File: src/aam_pkg.sv
package aam_pkg;

  // ==========================================================
  // Alarm codes (three hex digits)
  localparam logic [11:0] CODE_NONE      = 12'h000;
  localparam logic [11:0] CODE_MON_TYPE  = 12'h02c;
  localparam logic [11:0] CODE_MON_OFF   = 12'h02d;
  localparam logic [11:0] CODE_CAL_OFF   = 12'h02e;
  localparam logic [11:0] CODE_OVERLOAD  = 12'h048;
  localparam logic [11:0] CODE_MOVES     = 12'h04e;
  localparam logic [11:0] CODE_DISTANCE  = 12'h04f;
  localparam logic [11:0] CODE_SERVO_OFF = 12'h080;

  // ==========================================================
  // Operating modes and parameter values
  typedef enum logic [2:0] {
    MODE_POS1,
    MODE_POS2,
    MODE_PULSE,
    MODE_SC1,
    MODE_SC2
  } aam_mode_e;

  localparam logic [1:0] MON_MODE_OFF   = 2'h0;
  localparam logic       CAL_EN_ON      = 1'h1;
  localparam logic       LIGHT_FAULT_ON = 1'h1;

  // ==========================================================
  // Host register map (APB byte addresses)
  localparam logic [11:0] OFF_CTRL     = 12'h000;
  localparam logic [11:0] OFF_STATUS   = 12'h004;
  localparam logic [11:0] OFF_IRQ_STAT = 12'h008;
  localparam logic [11:0] OFF_IRQ_MASK = 12'h00c;

  // CTRL: write-one command bits
  localparam int CTRL_MOVE      = 0;
  localparam int CTRL_SERVO_ON  = 1;
  localparam int CTRL_SERVO_OFF = 2;
  localparam int CTRL_ALM_RESET = 3;
  localparam int CTRL_SOFT_RST  = 4;
  localparam int CTRL_MON_START = 5;
  localparam int CTRL_MON_STOP  = 6;
  localparam int CTRL_MON_TYPE  = 7;
  localparam int CTRL_CAL_CMD   = 8;
  localparam int CTRL_HOME      = 9;

  // STATUS fields
  localparam int ST_SERVO  = 0;
  localparam int ST_PCOMP  = 1;
  localparam int ST_FAULT  = 2;
  localparam int ST_OUT15  = 3;
  localparam int ST_HOMED  = 4;
  localparam int ST_MON    = 5;
  localparam int ST_CODE   = 16;

  // IRQ status / mask bits
  localparam int IRQ_FAULT   = 0;
  localparam int IRQ_MESSAGE = 1;
  localparam int IRQ_REFUSED = 2;
  localparam int IRQ_CLEARED = 3;
  localparam int IRQ_W       = 4;

  localparam logic [IRQ_W-1:0] IRQ_MASK_RST = 4'h0;

endpackage

File: src/aam_if.sv
`timescale 1ns/1ps
interface aam_if;
  // Host commands, one-cycle pulses
  logic        move_cmd;
  logic        servo_on_req;
  logic        servo_off_req;
  logic        alarm_reset;
  logic        soft_reset;
  logic        mon_start;
  logic        mon_stop;
  logic        mon_type_chg;
  logic        cal_cmd;
  logic        home_req;
  // Device status, levels
  logic        servo_on_status;
  logic        position_complete;
  logic        fault_out_n;
  logic        out15;
  logic        home_done;
  logic        mon_active;
  logic [11:0] alarm_code;

  modport device (
    input  move_cmd, servo_on_req, servo_off_req, alarm_reset, soft_reset,
    input  mon_start, mon_stop, mon_type_chg, cal_cmd, home_req,
    output servo_on_status, position_complete, fault_out_n, out15,
    output home_done, mon_active, alarm_code
  );

  modport host (
    output move_cmd, servo_on_req, servo_off_req, alarm_reset, soft_reset,
    output mon_start, mon_stop, mon_type_chg, cal_cmd, home_req,
    input  servo_on_status, position_complete, fault_out_n, out15,
    input  home_done, mon_active, alarm_code
  );
endinterface

File: src/aam_device.sv
// What this block does
// - Each fault gets exactly one of three levels
// - Severe levels: lamp, output, decelerate, then servo off
// - Alarm reset clears operation-release alarms
// - Cold start cleared only by software reset
// - After cold recovery, re-home unless simple absolute
// - Output 15 on message alarm if enabled, in I/O patterns 0, 2, 3 and 4 only
// - 02C: data type change while monitoring
// - 02D: monitoring command with monitoring disabled
// - 02E: calendar command with calendar disabled
// - 048: overload risk raises message alarm
// - 04E: movement count exceeds threshold
// - 04F: travelled distance exceeds threshold
// - 080: move command while servo off
// - Host moves only after servo-on or complete
// - Simple modes: release stop, servo on first
// - Host stops monitoring before type change
//
// Implementation choices: register access over APB and the register addresses.
`timescale 1ns/1ps
module aam_device #(
  parameter int CW = 32,
  parameter int DW = 16
) (
  // Clock and reset
  input  wire logic               pclk,
  input  wire logic               presetn,
  // Link to host
  aam_if.device                   link,
  // Configuration parameters
  input  wire aam_pkg::aam_mode_e op_mode,
  input  wire logic [2:0]         io_pattern,
  input  wire logic               light_fault_par,
  input  wire logic [1:0]         mon_mode_par,
  input  wire logic               cal_en_par,
  input  wire logic               simple_abs,
  input  wire logic [CW-1:0]      thr_moves_pos2,
  input  wire logic [CW-1:0]      thr_moves_sc2,
  input  wire logic [CW-1:0]      thr_dist_pos2,
  input  wire logic [CW-1:0]      thr_dist_sc2,
  // Drive feedback
  input  wire logic               overload_risk,
  input  wire logic               move_done,
  input  wire logic [DW-1:0]      move_dist,
  input  wire logic               stopped,
  input  wire logic               cold_fault,
  input  wire logic [11:0]        cold_code,
  // Drive control
  output logic                    fault_lamp,
  output logic                    decel_req,
  output logic                    move_start,
  output logic                    home_required
);

  // ==========================================================
  // Event detection
  logic       servo_ff;
  logic       homed_ff;
  logic       mon_ff;
  logic       ovl_ff;
  logic       msg_ff;
  logic       rel_ff;
  logic       cold_ff;
  logic [11:0] code_ff;
  logic       pos_like;
  logic       sc2;
  logic       ev_mon_type;
  logic       ev_mon_off;
  logic       ev_cal_off;
  logic       ev_ovl;
  logic       ev_moves;
  logic       ev_dist;
  logic       ev_servo;
  logic       new_msg;
  logic       new_rel;
  logic       new_cold;
  logic       severe;
  logic       usage_on;
  logic [CW-1:0] thr_moves;
  logic [CW-1:0] thr_dist;
  logic [11:0] nxt_code;
  logic [11:0] msg_code;

  assign pos_like = (op_mode == aam_pkg::MODE_POS1) ||
                    (op_mode == aam_pkg::MODE_POS2) ||
                    (op_mode == aam_pkg::MODE_PULSE);
  assign sc2      = (op_mode == aam_pkg::MODE_SC2);
  assign severe   = rel_ff || cold_ff;

  assign ev_mon_type = pos_like && link.mon_type_chg && mon_ff;
  assign ev_mon_off  = pos_like && link.mon_start &&
                       (mon_mode_par == aam_pkg::MON_MODE_OFF);
  assign ev_cal_off  = (op_mode == aam_pkg::MODE_POS2) && link.cal_cmd &&
                       (cal_en_par != aam_pkg::CAL_EN_ON);
  assign ev_ovl      = overload_risk && !ovl_ff;
  assign ev_servo    = link.move_cmd && !servo_ff;

  // Usage counters only run in the two modes that carry thresholds
  assign usage_on  = (op_mode == aam_pkg::MODE_POS2) || sc2;
  assign thr_moves = sc2 ? thr_moves_sc2 : thr_moves_pos2;
  assign thr_dist  = sc2 ? thr_dist_sc2 : thr_dist_pos2;

  aam_usage_count #(.W(CW)) u_moves (
    .pclk           (pclk),
    .presetn        (presetn),
    .enable         (usage_on),
    .step_valid     (move_done),
    .step           (CW'(1)),
    .threshold      (thr_moves),
    .exceeded_pulse (ev_moves)
  );

  aam_usage_count #(.W(CW)) u_dist (
    .pclk           (pclk),
    .presetn        (presetn),
    .enable         (usage_on),
    .step_valid     (move_done),
    .step           (CW'(move_dist)),
    .threshold      (thr_dist),
    .exceeded_pulse (ev_dist)
  );

  // ==========================================================
  // Level classification: every source maps to one level
  assign new_msg  = ev_mon_type || ev_mon_off || ev_cal_off ||
                    ev_ovl || ev_moves || ev_dist;
  assign new_rel  = ev_servo;
  assign new_cold = cold_fault;

  always_comb
  begin
    if (ev_mon_type)
      msg_code = aam_pkg::CODE_MON_TYPE;
    else if (ev_mon_off)
      msg_code = aam_pkg::CODE_MON_OFF;
    else if (ev_cal_off)
      msg_code = aam_pkg::CODE_CAL_OFF;
    else if (ev_ovl)
      msg_code = aam_pkg::CODE_OVERLOAD;
    else if (ev_moves)
      msg_code = aam_pkg::CODE_MOVES;
    else
      msg_code = aam_pkg::CODE_DISTANCE;
  end

  // Latest event wins; among simultaneous ones the most severe
  always_comb
  begin
    nxt_code = code_ff;
    if (link.soft_reset)
      nxt_code = aam_pkg::CODE_NONE;
    else if (link.alarm_reset && !cold_ff)
      nxt_code = aam_pkg::CODE_NONE;
    if (new_cold)
      nxt_code = cold_code;
    else if (new_rel)
      nxt_code = aam_pkg::CODE_SERVO_OFF;
    else if (new_msg)
      nxt_code = msg_code;
  end

  always_ff @(posedge pclk or negedge presetn)
  begin
    if (!presetn)
      code_ff <= aam_pkg::CODE_NONE;
    else
      code_ff <= nxt_code;
  end

  always_ff @(posedge pclk or negedge presetn)
  begin
    if (!presetn)
      ovl_ff <= 1'b0;
    else
      ovl_ff <= overload_risk;
  end

  // ==========================================================
  // Pending levels; a new event beats a same-cycle clear
  always_ff @(posedge pclk or negedge presetn)
  begin
    if (!presetn)
      msg_ff <= 1'b0;
    else if (new_msg)
      msg_ff <= 1'b1;
    else if (link.alarm_reset || link.soft_reset)
      msg_ff <= 1'b0;
  end

  always_ff @(posedge pclk or negedge presetn)
  begin
    if (!presetn)
      rel_ff <= 1'b0;
    else if (new_rel)
      rel_ff <= 1'b1;
    else if (link.alarm_reset || link.soft_reset)
      rel_ff <= 1'b0;
  end

  always_ff @(posedge pclk or negedge presetn)
  begin
    if (!presetn)
      cold_ff <= 1'b0;
    else if (new_cold)
      cold_ff <= 1'b1;
    else if (link.soft_reset)
      cold_ff <= 1'b0;
  end

  // ==========================================================
  // Servo, homing and monitoring state
  always_ff @(posedge pclk or negedge presetn)
  begin
    if (!presetn)
      servo_ff <= 1'b0;
    else if (severe && stopped)
      servo_ff <= 1'b0;
    else if (link.servo_off_req)
      servo_ff <= 1'b0;
    else if (link.servo_on_req && !severe)
      servo_ff <= 1'b1;
  end

  // Cold recovery loses position unless the encoder keeps it
  always_ff @(posedge pclk or negedge presetn)
  begin
    if (!presetn)
      homed_ff <= 1'b0;
    else if (cold_ff && link.soft_reset && !simple_abs)
      homed_ff <= 1'b0;
    else if (link.home_req && servo_ff && !severe)
      homed_ff <= 1'b1;
  end

  always_ff @(posedge pclk or negedge presetn)
  begin
    if (!presetn)
      mon_ff <= 1'b0;
    else if (link.mon_stop)
      mon_ff <= 1'b0;
    else if (link.mon_start && (mon_mode_par != aam_pkg::MON_MODE_OFF))
      mon_ff <= 1'b1;
  end

  // ==========================================================
  // Outputs; message alarms never stop motion
  assign fault_lamp     = severe;
  assign decel_req      = severe && servo_ff;
  assign move_start     = link.move_cmd && servo_ff && homed_ff &&
                          !severe;
  assign home_required  = !homed_ff;

  assign link.fault_out_n       = !severe;
  assign link.out15             = msg_ff && (light_fault_par ==
                                  aam_pkg::LIGHT_FAULT_ON) &&
                                  (io_pattern != 3'h1) &&
                                  (io_pattern <= 3'h4);
  assign link.servo_on_status   = servo_ff;
  assign link.position_complete = servo_ff && stopped && !severe;
  assign link.home_done         = homed_ff;
  assign link.mon_active        = mon_ff;
  assign link.alarm_code        = code_ff;

endmodule

File: src/aam_usage_count.sv
`timescale 1ns/1ps
module aam_usage_count #(
  parameter int W = 32
) (
  // Clock and reset
  input  wire logic         pclk,
  input  wire logic         presetn,
  // Accumulation
  input  wire logic         enable,
  input  wire logic         step_valid,
  input  wire logic [W-1:0] step,
  input  wire logic [W-1:0] threshold,
  // Result
  output logic              exceeded_pulse
);

  logic [W:0] total_ff;
  logic       over_ff;
  logic [W:0] nxt_total;

  // Saturate rather than wrap so a long-lived unit never re-arms itself
  always_comb
  begin
    nxt_total = total_ff + {1'b0, step};
    if (nxt_total[W])
      nxt_total = {1'b0, {W{1'b1}}};
  end

  always_ff @(posedge pclk or negedge presetn)
  begin
    if (!presetn)
      total_ff <= '0;
    else if (enable && step_valid)
      total_ff <= nxt_total;
  end

  always_ff @(posedge pclk or negedge presetn)
  begin
    if (!presetn)
      over_ff <= 1'b0;
    else
      over_ff <= enable && (total_ff[W-1:0] > threshold);
  end

  assign exceeded_pulse = enable && (total_ff[W-1:0] > threshold) && !over_ff;

endmodule

File: src/flat_wrapper.sv
// flat-port wrapper written by rule: the top's interface ports become plain ports
module aam_device_flat 
#(
  parameter int CW = 32,
  parameter int DW = 16
)
  (pclk, presetn, op_mode, io_pattern, light_fault_par, mon_mode_par, cal_en_par, simple_abs, thr_moves_pos2, thr_moves_sc2, thr_dist_pos2, thr_dist_sc2, overload_risk, move_done, move_dist, stopped, cold_fault, cold_code, fault_lamp, decel_req, move_start, home_required, link_move_cmd, link_servo_on_req, link_servo_off_req, link_alarm_reset, link_soft_reset, link_mon_start, link_mon_stop, link_mon_type_chg, link_cal_cmd, link_home_req, link_servo_on_status, link_position_complete, link_fault_out_n, link_out15, link_home_done, link_mon_active, link_alarm_code);
  aam_if link_i ();
  input  wire logic pclk;
  input  wire logic presetn;
  input  wire aam_pkg::aam_mode_e op_mode;
  input  wire logic [2:0] io_pattern;
  input  wire logic light_fault_par;
  input  wire logic [1:0] mon_mode_par;
  input  wire logic cal_en_par;
  input  wire logic simple_abs;
  input  wire logic [CW-1:0] thr_moves_pos2;
  input  wire logic [CW-1:0] thr_moves_sc2;
  input  wire logic [CW-1:0] thr_dist_pos2;
  input  wire logic [CW-1:0] thr_dist_sc2;
  input  wire logic overload_risk;
  input  wire logic move_done;
  input  wire logic [DW-1:0] move_dist;
  input  wire logic stopped;
  input  wire logic cold_fault;
  input  wire logic [11:0] cold_code;
  output logic fault_lamp;
  output logic decel_req;
  output logic move_start;
  output logic home_required;
  input wire logic [$bits(link_i.move_cmd)-1:0] link_move_cmd;
  input wire logic [$bits(link_i.servo_on_req)-1:0] link_servo_on_req;
  input wire logic [$bits(link_i.servo_off_req)-1:0] link_servo_off_req;
  input wire logic [$bits(link_i.alarm_reset)-1:0] link_alarm_reset;
  input wire logic [$bits(link_i.soft_reset)-1:0] link_soft_reset;
  input wire logic [$bits(link_i.mon_start)-1:0] link_mon_start;
  input wire logic [$bits(link_i.mon_stop)-1:0] link_mon_stop;
  input wire logic [$bits(link_i.mon_type_chg)-1:0] link_mon_type_chg;
  input wire logic [$bits(link_i.cal_cmd)-1:0] link_cal_cmd;
  input wire logic [$bits(link_i.home_req)-1:0] link_home_req;
  output wire logic [$bits(link_i.servo_on_status)-1:0] link_servo_on_status;
  output wire logic [$bits(link_i.position_complete)-1:0] link_position_complete;
  output wire logic [$bits(link_i.fault_out_n)-1:0] link_fault_out_n;
  output wire logic [$bits(link_i.out15)-1:0] link_out15;
  output wire logic [$bits(link_i.home_done)-1:0] link_home_done;
  output wire logic [$bits(link_i.mon_active)-1:0] link_mon_active;
  output wire logic [$bits(link_i.alarm_code)-1:0] link_alarm_code;
  assign link_i.move_cmd = link_move_cmd;
  assign link_i.servo_on_req = link_servo_on_req;
  assign link_i.servo_off_req = link_servo_off_req;
  assign link_i.alarm_reset = link_alarm_reset;
  assign link_i.soft_reset = link_soft_reset;
  assign link_i.mon_start = link_mon_start;
  assign link_i.mon_stop = link_mon_stop;
  assign link_i.mon_type_chg = link_mon_type_chg;
  assign link_i.cal_cmd = link_cal_cmd;
  assign link_i.home_req = link_home_req;
  assign link_servo_on_status = link_i.servo_on_status;
  assign link_position_complete = link_i.position_complete;
  assign link_fault_out_n = link_i.fault_out_n;
  assign link_out15 = link_i.out15;
  assign link_home_done = link_i.home_done;
  assign link_mon_active = link_i.mon_active;
  assign link_alarm_code = link_i.alarm_code;
  aam_device #(.CW(CW), .DW(DW)) u_core (.pclk(pclk), .presetn(presetn), .link(link_i), .op_mode(op_mode), .io_pattern(io_pattern), .light_fault_par(light_fault_par), .mon_mode_par(mon_mode_par), .cal_en_par(cal_en_par), .simple_abs(simple_abs), .thr_moves_pos2(thr_moves_pos2), .thr_moves_sc2(thr_moves_sc2), .thr_dist_pos2(thr_dist_pos2), .thr_dist_sc2(thr_dist_sc2), .overload_risk(overload_risk), .move_done(move_done), .move_dist(move_dist), .stopped(stopped), .cold_fault(cold_fault), .cold_code(cold_code), .fault_lamp(fault_lamp), .decel_req(decel_req), .move_start(move_start), .home_required(home_required));
endmodule
File: config.mk
export PLATFORM = sky130hd
export DESIGN_NAME = aam_device_flat
export DESIGN_NICKNAME = d
export VERILOG_FILES = /design/src/aam_pkg.sv /design/src/aam_if.sv /design/src/aam_device.sv /design/src/aam_usage_count.sv /design/src/flat_wrapper.sv
export SDC_FILE = /design/constraint.sdc
export NUM_CORES = 1
export LEC_CHECK = 0
export CAP_MARGIN = 5
export CORE_AREA = 2 2 134 136
export DETAILED_ROUTE_END_ITERATION = 6
export DIE_AREA = 0 0 136 138
export DONT_BUFFER_PORTS = 1
export PLACE_DENSITY_LB_ADDON = 0.15
export SETUP_SLACK_MARGIN = 0.5
export SYNTH_ARGS = -nofsm -noshare
export SYNTH_HDL_FRONTEND = slang
export SYNTH_SLANG_ARGS = --single-unit
File: constraint.sdc
create_clock -name pclk -period 2.8 [get_ports pclk]
set_input_delay 0 -clock pclk [delete_from_list [all_inputs] [get_ports pclk]]
set_output_delay 0 -clock pclk [all_outputs]
set_load 0.03 [all_outputs]
; ---- Word level (Yosys, flattened, before mapping)
; Index checks and enable logic that the tools add are counted.
[op_classes]
n_addsub = 2
multipliers = 0
n_div = 0
n_lt_le_gt_ge = 3
eq_ne = 4
shift = 0
n_mux = 26
n_bitwise = 1
n_reduce_logical = 58
[op_table]
columns = op, n
row1 = $mux 32, 4
row2 = $mux 12, 9
row3 = $gt 32x32->1, 2
row4 = $add 33x1->33 const B, 1
row5 = $add 33x16->33, 1
row6 = $logic_and 1x1->1, 30
row7 = $mux 1, 13
row8 = $reduce_bool 2->1, 6
row9 = $logic_or 1x1->1, 10
row10 = $logic_not 1->1, 8
row11 = $reduce_bool 5->1, 1
row12 = $eq 3x1->1 const B, 1
row13 = $eq 3x2->1 const B, 1
row14 = $eq 3x3->1 const B, 1
row15 = $le 3x3->1 const B, 1
row16 = $logic_not 3->1, 1
row17 = $ne 3x1->1 const B, 1
row18 = $reduce_bool 3->1, 1
row19 = $logic_not 2->1, 1
row20 = $not 1->1, 1
[word_totals]
ff_bits = 87
latchBits = 0
mem_bits_rw = 0
rom_bits = 0
in_bits = 183
output_inout_bits = 22
elab_cells = 106
n_memories = 0

; ---- Longest topological paths before layout
[logic_depth]
word_depth = 13
ltp_mapped = 14
ltp_nobuf = 11

; ---- Hierarchy
; A second synthesis with hierarchy kept.
[hier_totals]
cells_unflattened = 1111
hier_area_um2 = 9515.4
[modules_own_cells]
columns = mod, n_inst, cells_each, area_per_inst_um2, seq_area_each_um2
row1 = aam_usage_count, 2, 472, 3906.2, 825.8
row2 = aam_device, 1, 167, 1702.9, 475.5

; ---- Worst setup path before layout
; No wires, ideal clock.
[synth_timing]
kind = input port to flip-flop
startpoint = input op_mode[0]
endpoint = register u_core.code_ff[2], in the netlist u_core.link.alarm_code[2]
setup_time_ns = 0.066
arrival_time_ns = 3.263
t_required_ns = 2.734
path_slack_ns = -0.530
cell_stages = 13
path_buffers = 3
cell_sequence = nor3b_1 clkbuf_1 clkbuf_1 mux2i_1 ha_1 nand4_1 nor4_1 a21boi_0 a311oi_1 o211ai_1 nor4_2 buf_2 a221o_1
[synth_via]
elab_chain_len = 13
elab_cells_between_ends = 33
cone_classes = 2 x order compare / 3 x eq/ne / 8 x mux / 20 x reduce/logical
[synth_rtl]
columns = item, line
row1 = from (decl), flat_wrapper.sv:11  ; input wire aam_pkg::aam_mode_e op_mode;
row2 = branches (longest 13 deep; another with $gt 32x32->1), --
row3 = to (signal assigned), aam_device.sv:165  ; code_ff <= aam_pkg::CODE_NONE;
row4 = to (signal assigned), aam_device.sv:167  ; code_ff <= nxt_code;
row5 = to (decl), aam_device.sv:64  ; logic [11:0] code_ff;
; Parallel ways; which one is timed is not known.
; A chain may end at the register's enable or synchronous reset.

; ---- Final worst setup path
[layout_timing]
startpoint = register u_core.u_dist.total_ff[0]
endpoint = register u_core.u_dist.total_ff[26]
[layout_via]
elab_chain_len = 2
[layout_rtl]
columns = item, line
row1 = from (decl), aam_usage_count.sv:17  ; logic [W:0] total_ff;
row2 = from (signal assigned), aam_usage_count.sv:34  ; total_ff <= nxt_total;
row3 = $add 33x16->33, aam_usage_count.sv:24  ; nxt_total = total_ff + {1'b0, step};
row4 = $mux 32, aam_usage_count.sv:25  ; if (nxt_total[W])
; Every way passes these cells.

==> metrics.md <==
| Metric | Value |
|---|---|
| Status | finished, violations left |
| Failing checks | setup timing |
| Worst Tran Pin Value | a little under 0.6 ns |
| Clock Skews | ~0.012 ns |
| GRT Util Overall | 0.216 |
| Root Buffer | clkbuf_16 |
| Cell Pwr Density | roughly 620 nW/um^2 |
| Sequential cell area fraction in the yosys report | 0.314 |
| Core area | around 18000 sq um |
| Total of max-cap violations | 0 |
| Layout area overhead | 33.7% |
| Register-to-Register Path Depth | 11 |
| Ys async rst share | 1.00 |
| R2R Path End | u_core.u_dist.total_ff[26] |
| Worst Min Path Start | op_mode[0] |
| Placed cells | between 1000 and 1500 |
| Fin. max-slew vios | 0 |
| Reg clk slew, reported paths | 0.08 ns |
| Starting Density | 0.386 |
| CTS tree | done |
| Max VDD drop | 0.000468 V |
| Final WS setup | -0.0678 ns |
| Vias per Instance | between 5 and 6 |
| Die height | approximately 140 um |
| Die X-Extent | around 140 um |
| Vias | ~6000 |
| Fin crit share | 1.02 |
| Post-Synthesis Cells | between 700 and 800 |
| Initial DRC count | 249 |
| # DRC | 0 |
| Vias in the first global route | between 6000 and 7000 |
| Num CTS Buffers | 9 |
| Slew HR | 0.602 |
| I/O pin cnt | around 210 |
| Worst path required time | around 3.0 ns |
| # port buffers | 0 |
| Seq cells post-synth | 85 |
| Antenna-violating nets left | 0 |
| First-pass GRT wire length | 32.0 mm |
| RSZ-0062 raised after global routing | true |
| Clock Sinks | 85 |
| Final wirelength | 20.0 mm |
| Setup violators final | 27 |
| FMAX | about 0.35 GHz |
| Primary FF master, synth | dfrtp_1 |
| Clk buf depth | 2 |
| Fillcell total | approximately 1600 |
| Hold Path Cell Cnt | 3 |
| WS Path Type | register to register |
| Util after Layout | 0.516 |
| Leak | around 0.0041 uW |
| Largest net degree at the start of global routing | between 80 and 90 |
| Share of cells above drive strength 1 | 0.235 |
| GRT Residual Overflow | 0 |
| FF-to-FF Start | u_core.u_dist.total_ff[0] |
| CP arrival | approximately 3.1 ns |
| Worst hold-check path type | input port to register |
| Initial antenna violation count | 0 |
| EDFF count, synth | 0 |
| Netlist cell types | 62 |
| Avg Cell Area, Syn | around 9.4 sq um |
| Synth area leader | dfrtp_1 |
| Die area | 18800 sq um |
| Setup crit start kind | register |
| # rows | between 40 and 50 |
| H-tree lvl count | 3 |
| Crit Path Max Fanout | 10 |
| Hpwl dp | between 10 and 15 mm |
| First-pass iteration count of the detailed router | 4 |
| Hold Crit Endpoint | u_core.link.alarm_code[2] |
| Nets | 1132 |
| Tmin final | 2.87 ns |
| Finished Layout Cells | between 1000 and 1500 |
| Ant diodes | 0 |
| Cell Area, Synth | just under 7000 sq um |
| Final Hold Viols | 0 |
| Post-synth net total | between 900 and 1000 |
| Synth Warn # | 0 |
| Routability cong. | 0.853 |
| R2R setup slack | -0.07 ns |
| Yosys top cell area share | 0.314 |
| Insertion delay to the later sink of the worst-skew pair | 0.35 ns |
| WL per Instance | 18.1 um |
| Area contributors post-synth | dfrtp_1 (31%), ha_1 (15%), mux2i_1 (9.5%), nand2_1 (4.1%), a21oi_1 (3.7%) |
| Crit. End Element | register |
timing repair:
item	in CTS	in global routing
setup endpoints to repair	48	49
cloned	5	1
resized for setup	47	17
hold buffers	27	0
pin swaps	26	10
buffers inserted	13	8
hold endpoints to repair	105	0
layout make-up:
cell class                      instances  area (sq um)  share of cell area
Multi-Input combinational cell        601          4820               0.533
Sequential cell                        85          2130               0.235
Timing Repair Buffer                  151          1430               0.158
Tap cell                              229           287              0.0317
Clock buffer                            9           225              0.0249
Clock inverter                          7          78.8             0.00872
Inverter                               19          71.3             0.00789
layout by cell type (no fill, tap or decap), drive strengths merged, types with 3 or more instances in the layout:
cell type    synthesis  routed
buf                  5     122
dfrtp               85      85
ha                  81      81
nand2               73      73
mux2i               64      64
a21oi               51      51
nor2                43      43
nand4               27      27
dlygate4sd3          0      26
nand3               26      26
o21ai               24      24
inv                 19      22
xnor2               20      20
xor2                17      17
o22a                16      16
a31oi               16      16
and3                12      12
and2                12      12
nor3                12      12
a21o                11      11
clkbuf              12      10
nor2b               10      10
nor4                 7       7
mux2                 7       7
o21a                 6       6
a221o                6       6
a211oi               6       6
and4                 5       5
o211ai               5       5
a22o                 5       5
a22oi                4       4
nor3b                4       4
clkinv               0       4
o21bai               3       3
per-layer routing:
layer | vias to the layer above | GRT usage | wire length [um]
li1 | 3024 | - | -
met1 | 2943 | 0.247 | 7980
met2 | 135 | 0.400 | 10800
met3 | 34 | 0.0330 | 709
met4 | 0 | 0.0789 | 528
met5 | - | 0 | 0
critical path: stages (launching register included):
cell and delay, ns:
dfrtp_1 0.38, ha_2 0.18, inv_2 0.05, fa_2 0.23, nor2b_4 0.05, o31a_1 0.30, o311a_4 0.34, a2111oi_4 0.36
o21bai_2 0.10, a21o_2 0.29, nand4_1 0.15, mux2_4 0.31
worst max path at each step:
| stage | start | endpoint | slack, ns | cells after the start |
|---|---|---|---|---|
| after global routing | u_core.u_dist.total_ff[0] | u_core.u_dist.total_ff[15] | -0.17 | 12 |
| after floorplan | u_core.u_dist.total_ff[0] | u_core.u_dist.total_ff[26] | 0.004 | 12 |
| after detailed placement | op_mode[0] | u_core.link.alarm_code[2] | -0.64 | 14 |
| after global placement | op_mode[0] | u_core.link.alarm_code[2] | -0.59 | 14 |
| final | u_core.u_dist.total_ff[0] | u_core.u_dist.total_ff[26] | -0.07 | 11 |
| after CTS | u_core.u_dist.total_ff[0] | u_core.u_dist.total_ff[26] | -0.07 | 11 |
per-stage QoR:
step | TNS, ns | area [sq um] | hold WS (ns) | total power, uW | worst slack [ns]
6_report | -0.724 | 9040 | 0.0447 | 5630 | -0.0678
2_1_floorplan | 0 | 6900 | -0.296 | 3250 | 0.00375
3_5_place_dp | -9.21 | 7760 | -0.293 | 4130 | -0.645
5_1_grt | -5.69 | 9040 | 0.0602 | 6060 | -0.173
4_1_cts | -1.05 | 8870 | 0.0150 | 5570 | -0.0674
3_3_place_gp | -8.15 | 7760 | -0.293 | 4070 | -0.588
logic make-up after synthesis:
group,after synthesis,synth area share
AND/OR/NAND/NOR,240,0.179
flip-flops,85,0.314
AO/OA/AOI/OAI,171,0.177
XOR/XNOR,37,0.0479
adder cells (fa/ha/maj),82,0.153
multiplexers,71,0.106
buffers and inverters,36,0.0226
synth_stat cells (16+ instances only):
cell,count
a21oi_1,50
a31oi_1,16
dfrtp_1,85
ha_1,81
inv_1,19
mux2i_1,64
nand2_1,73
nand3_1,26
nand4_1,27
nor2_1,43
o21ai_0,23
o22a_1,16
xnor2_1,20
xor2_1,17
power by group:
part	switching, uW	total (uW)	internal [uW]	leakage [uW]
sequential	220	1640	1420	0.00109
clock	593	1230	633	0.000148
combinational	1310	2770	1460	0.00286
Note: power is estimated with default switching activity, not from simulation.
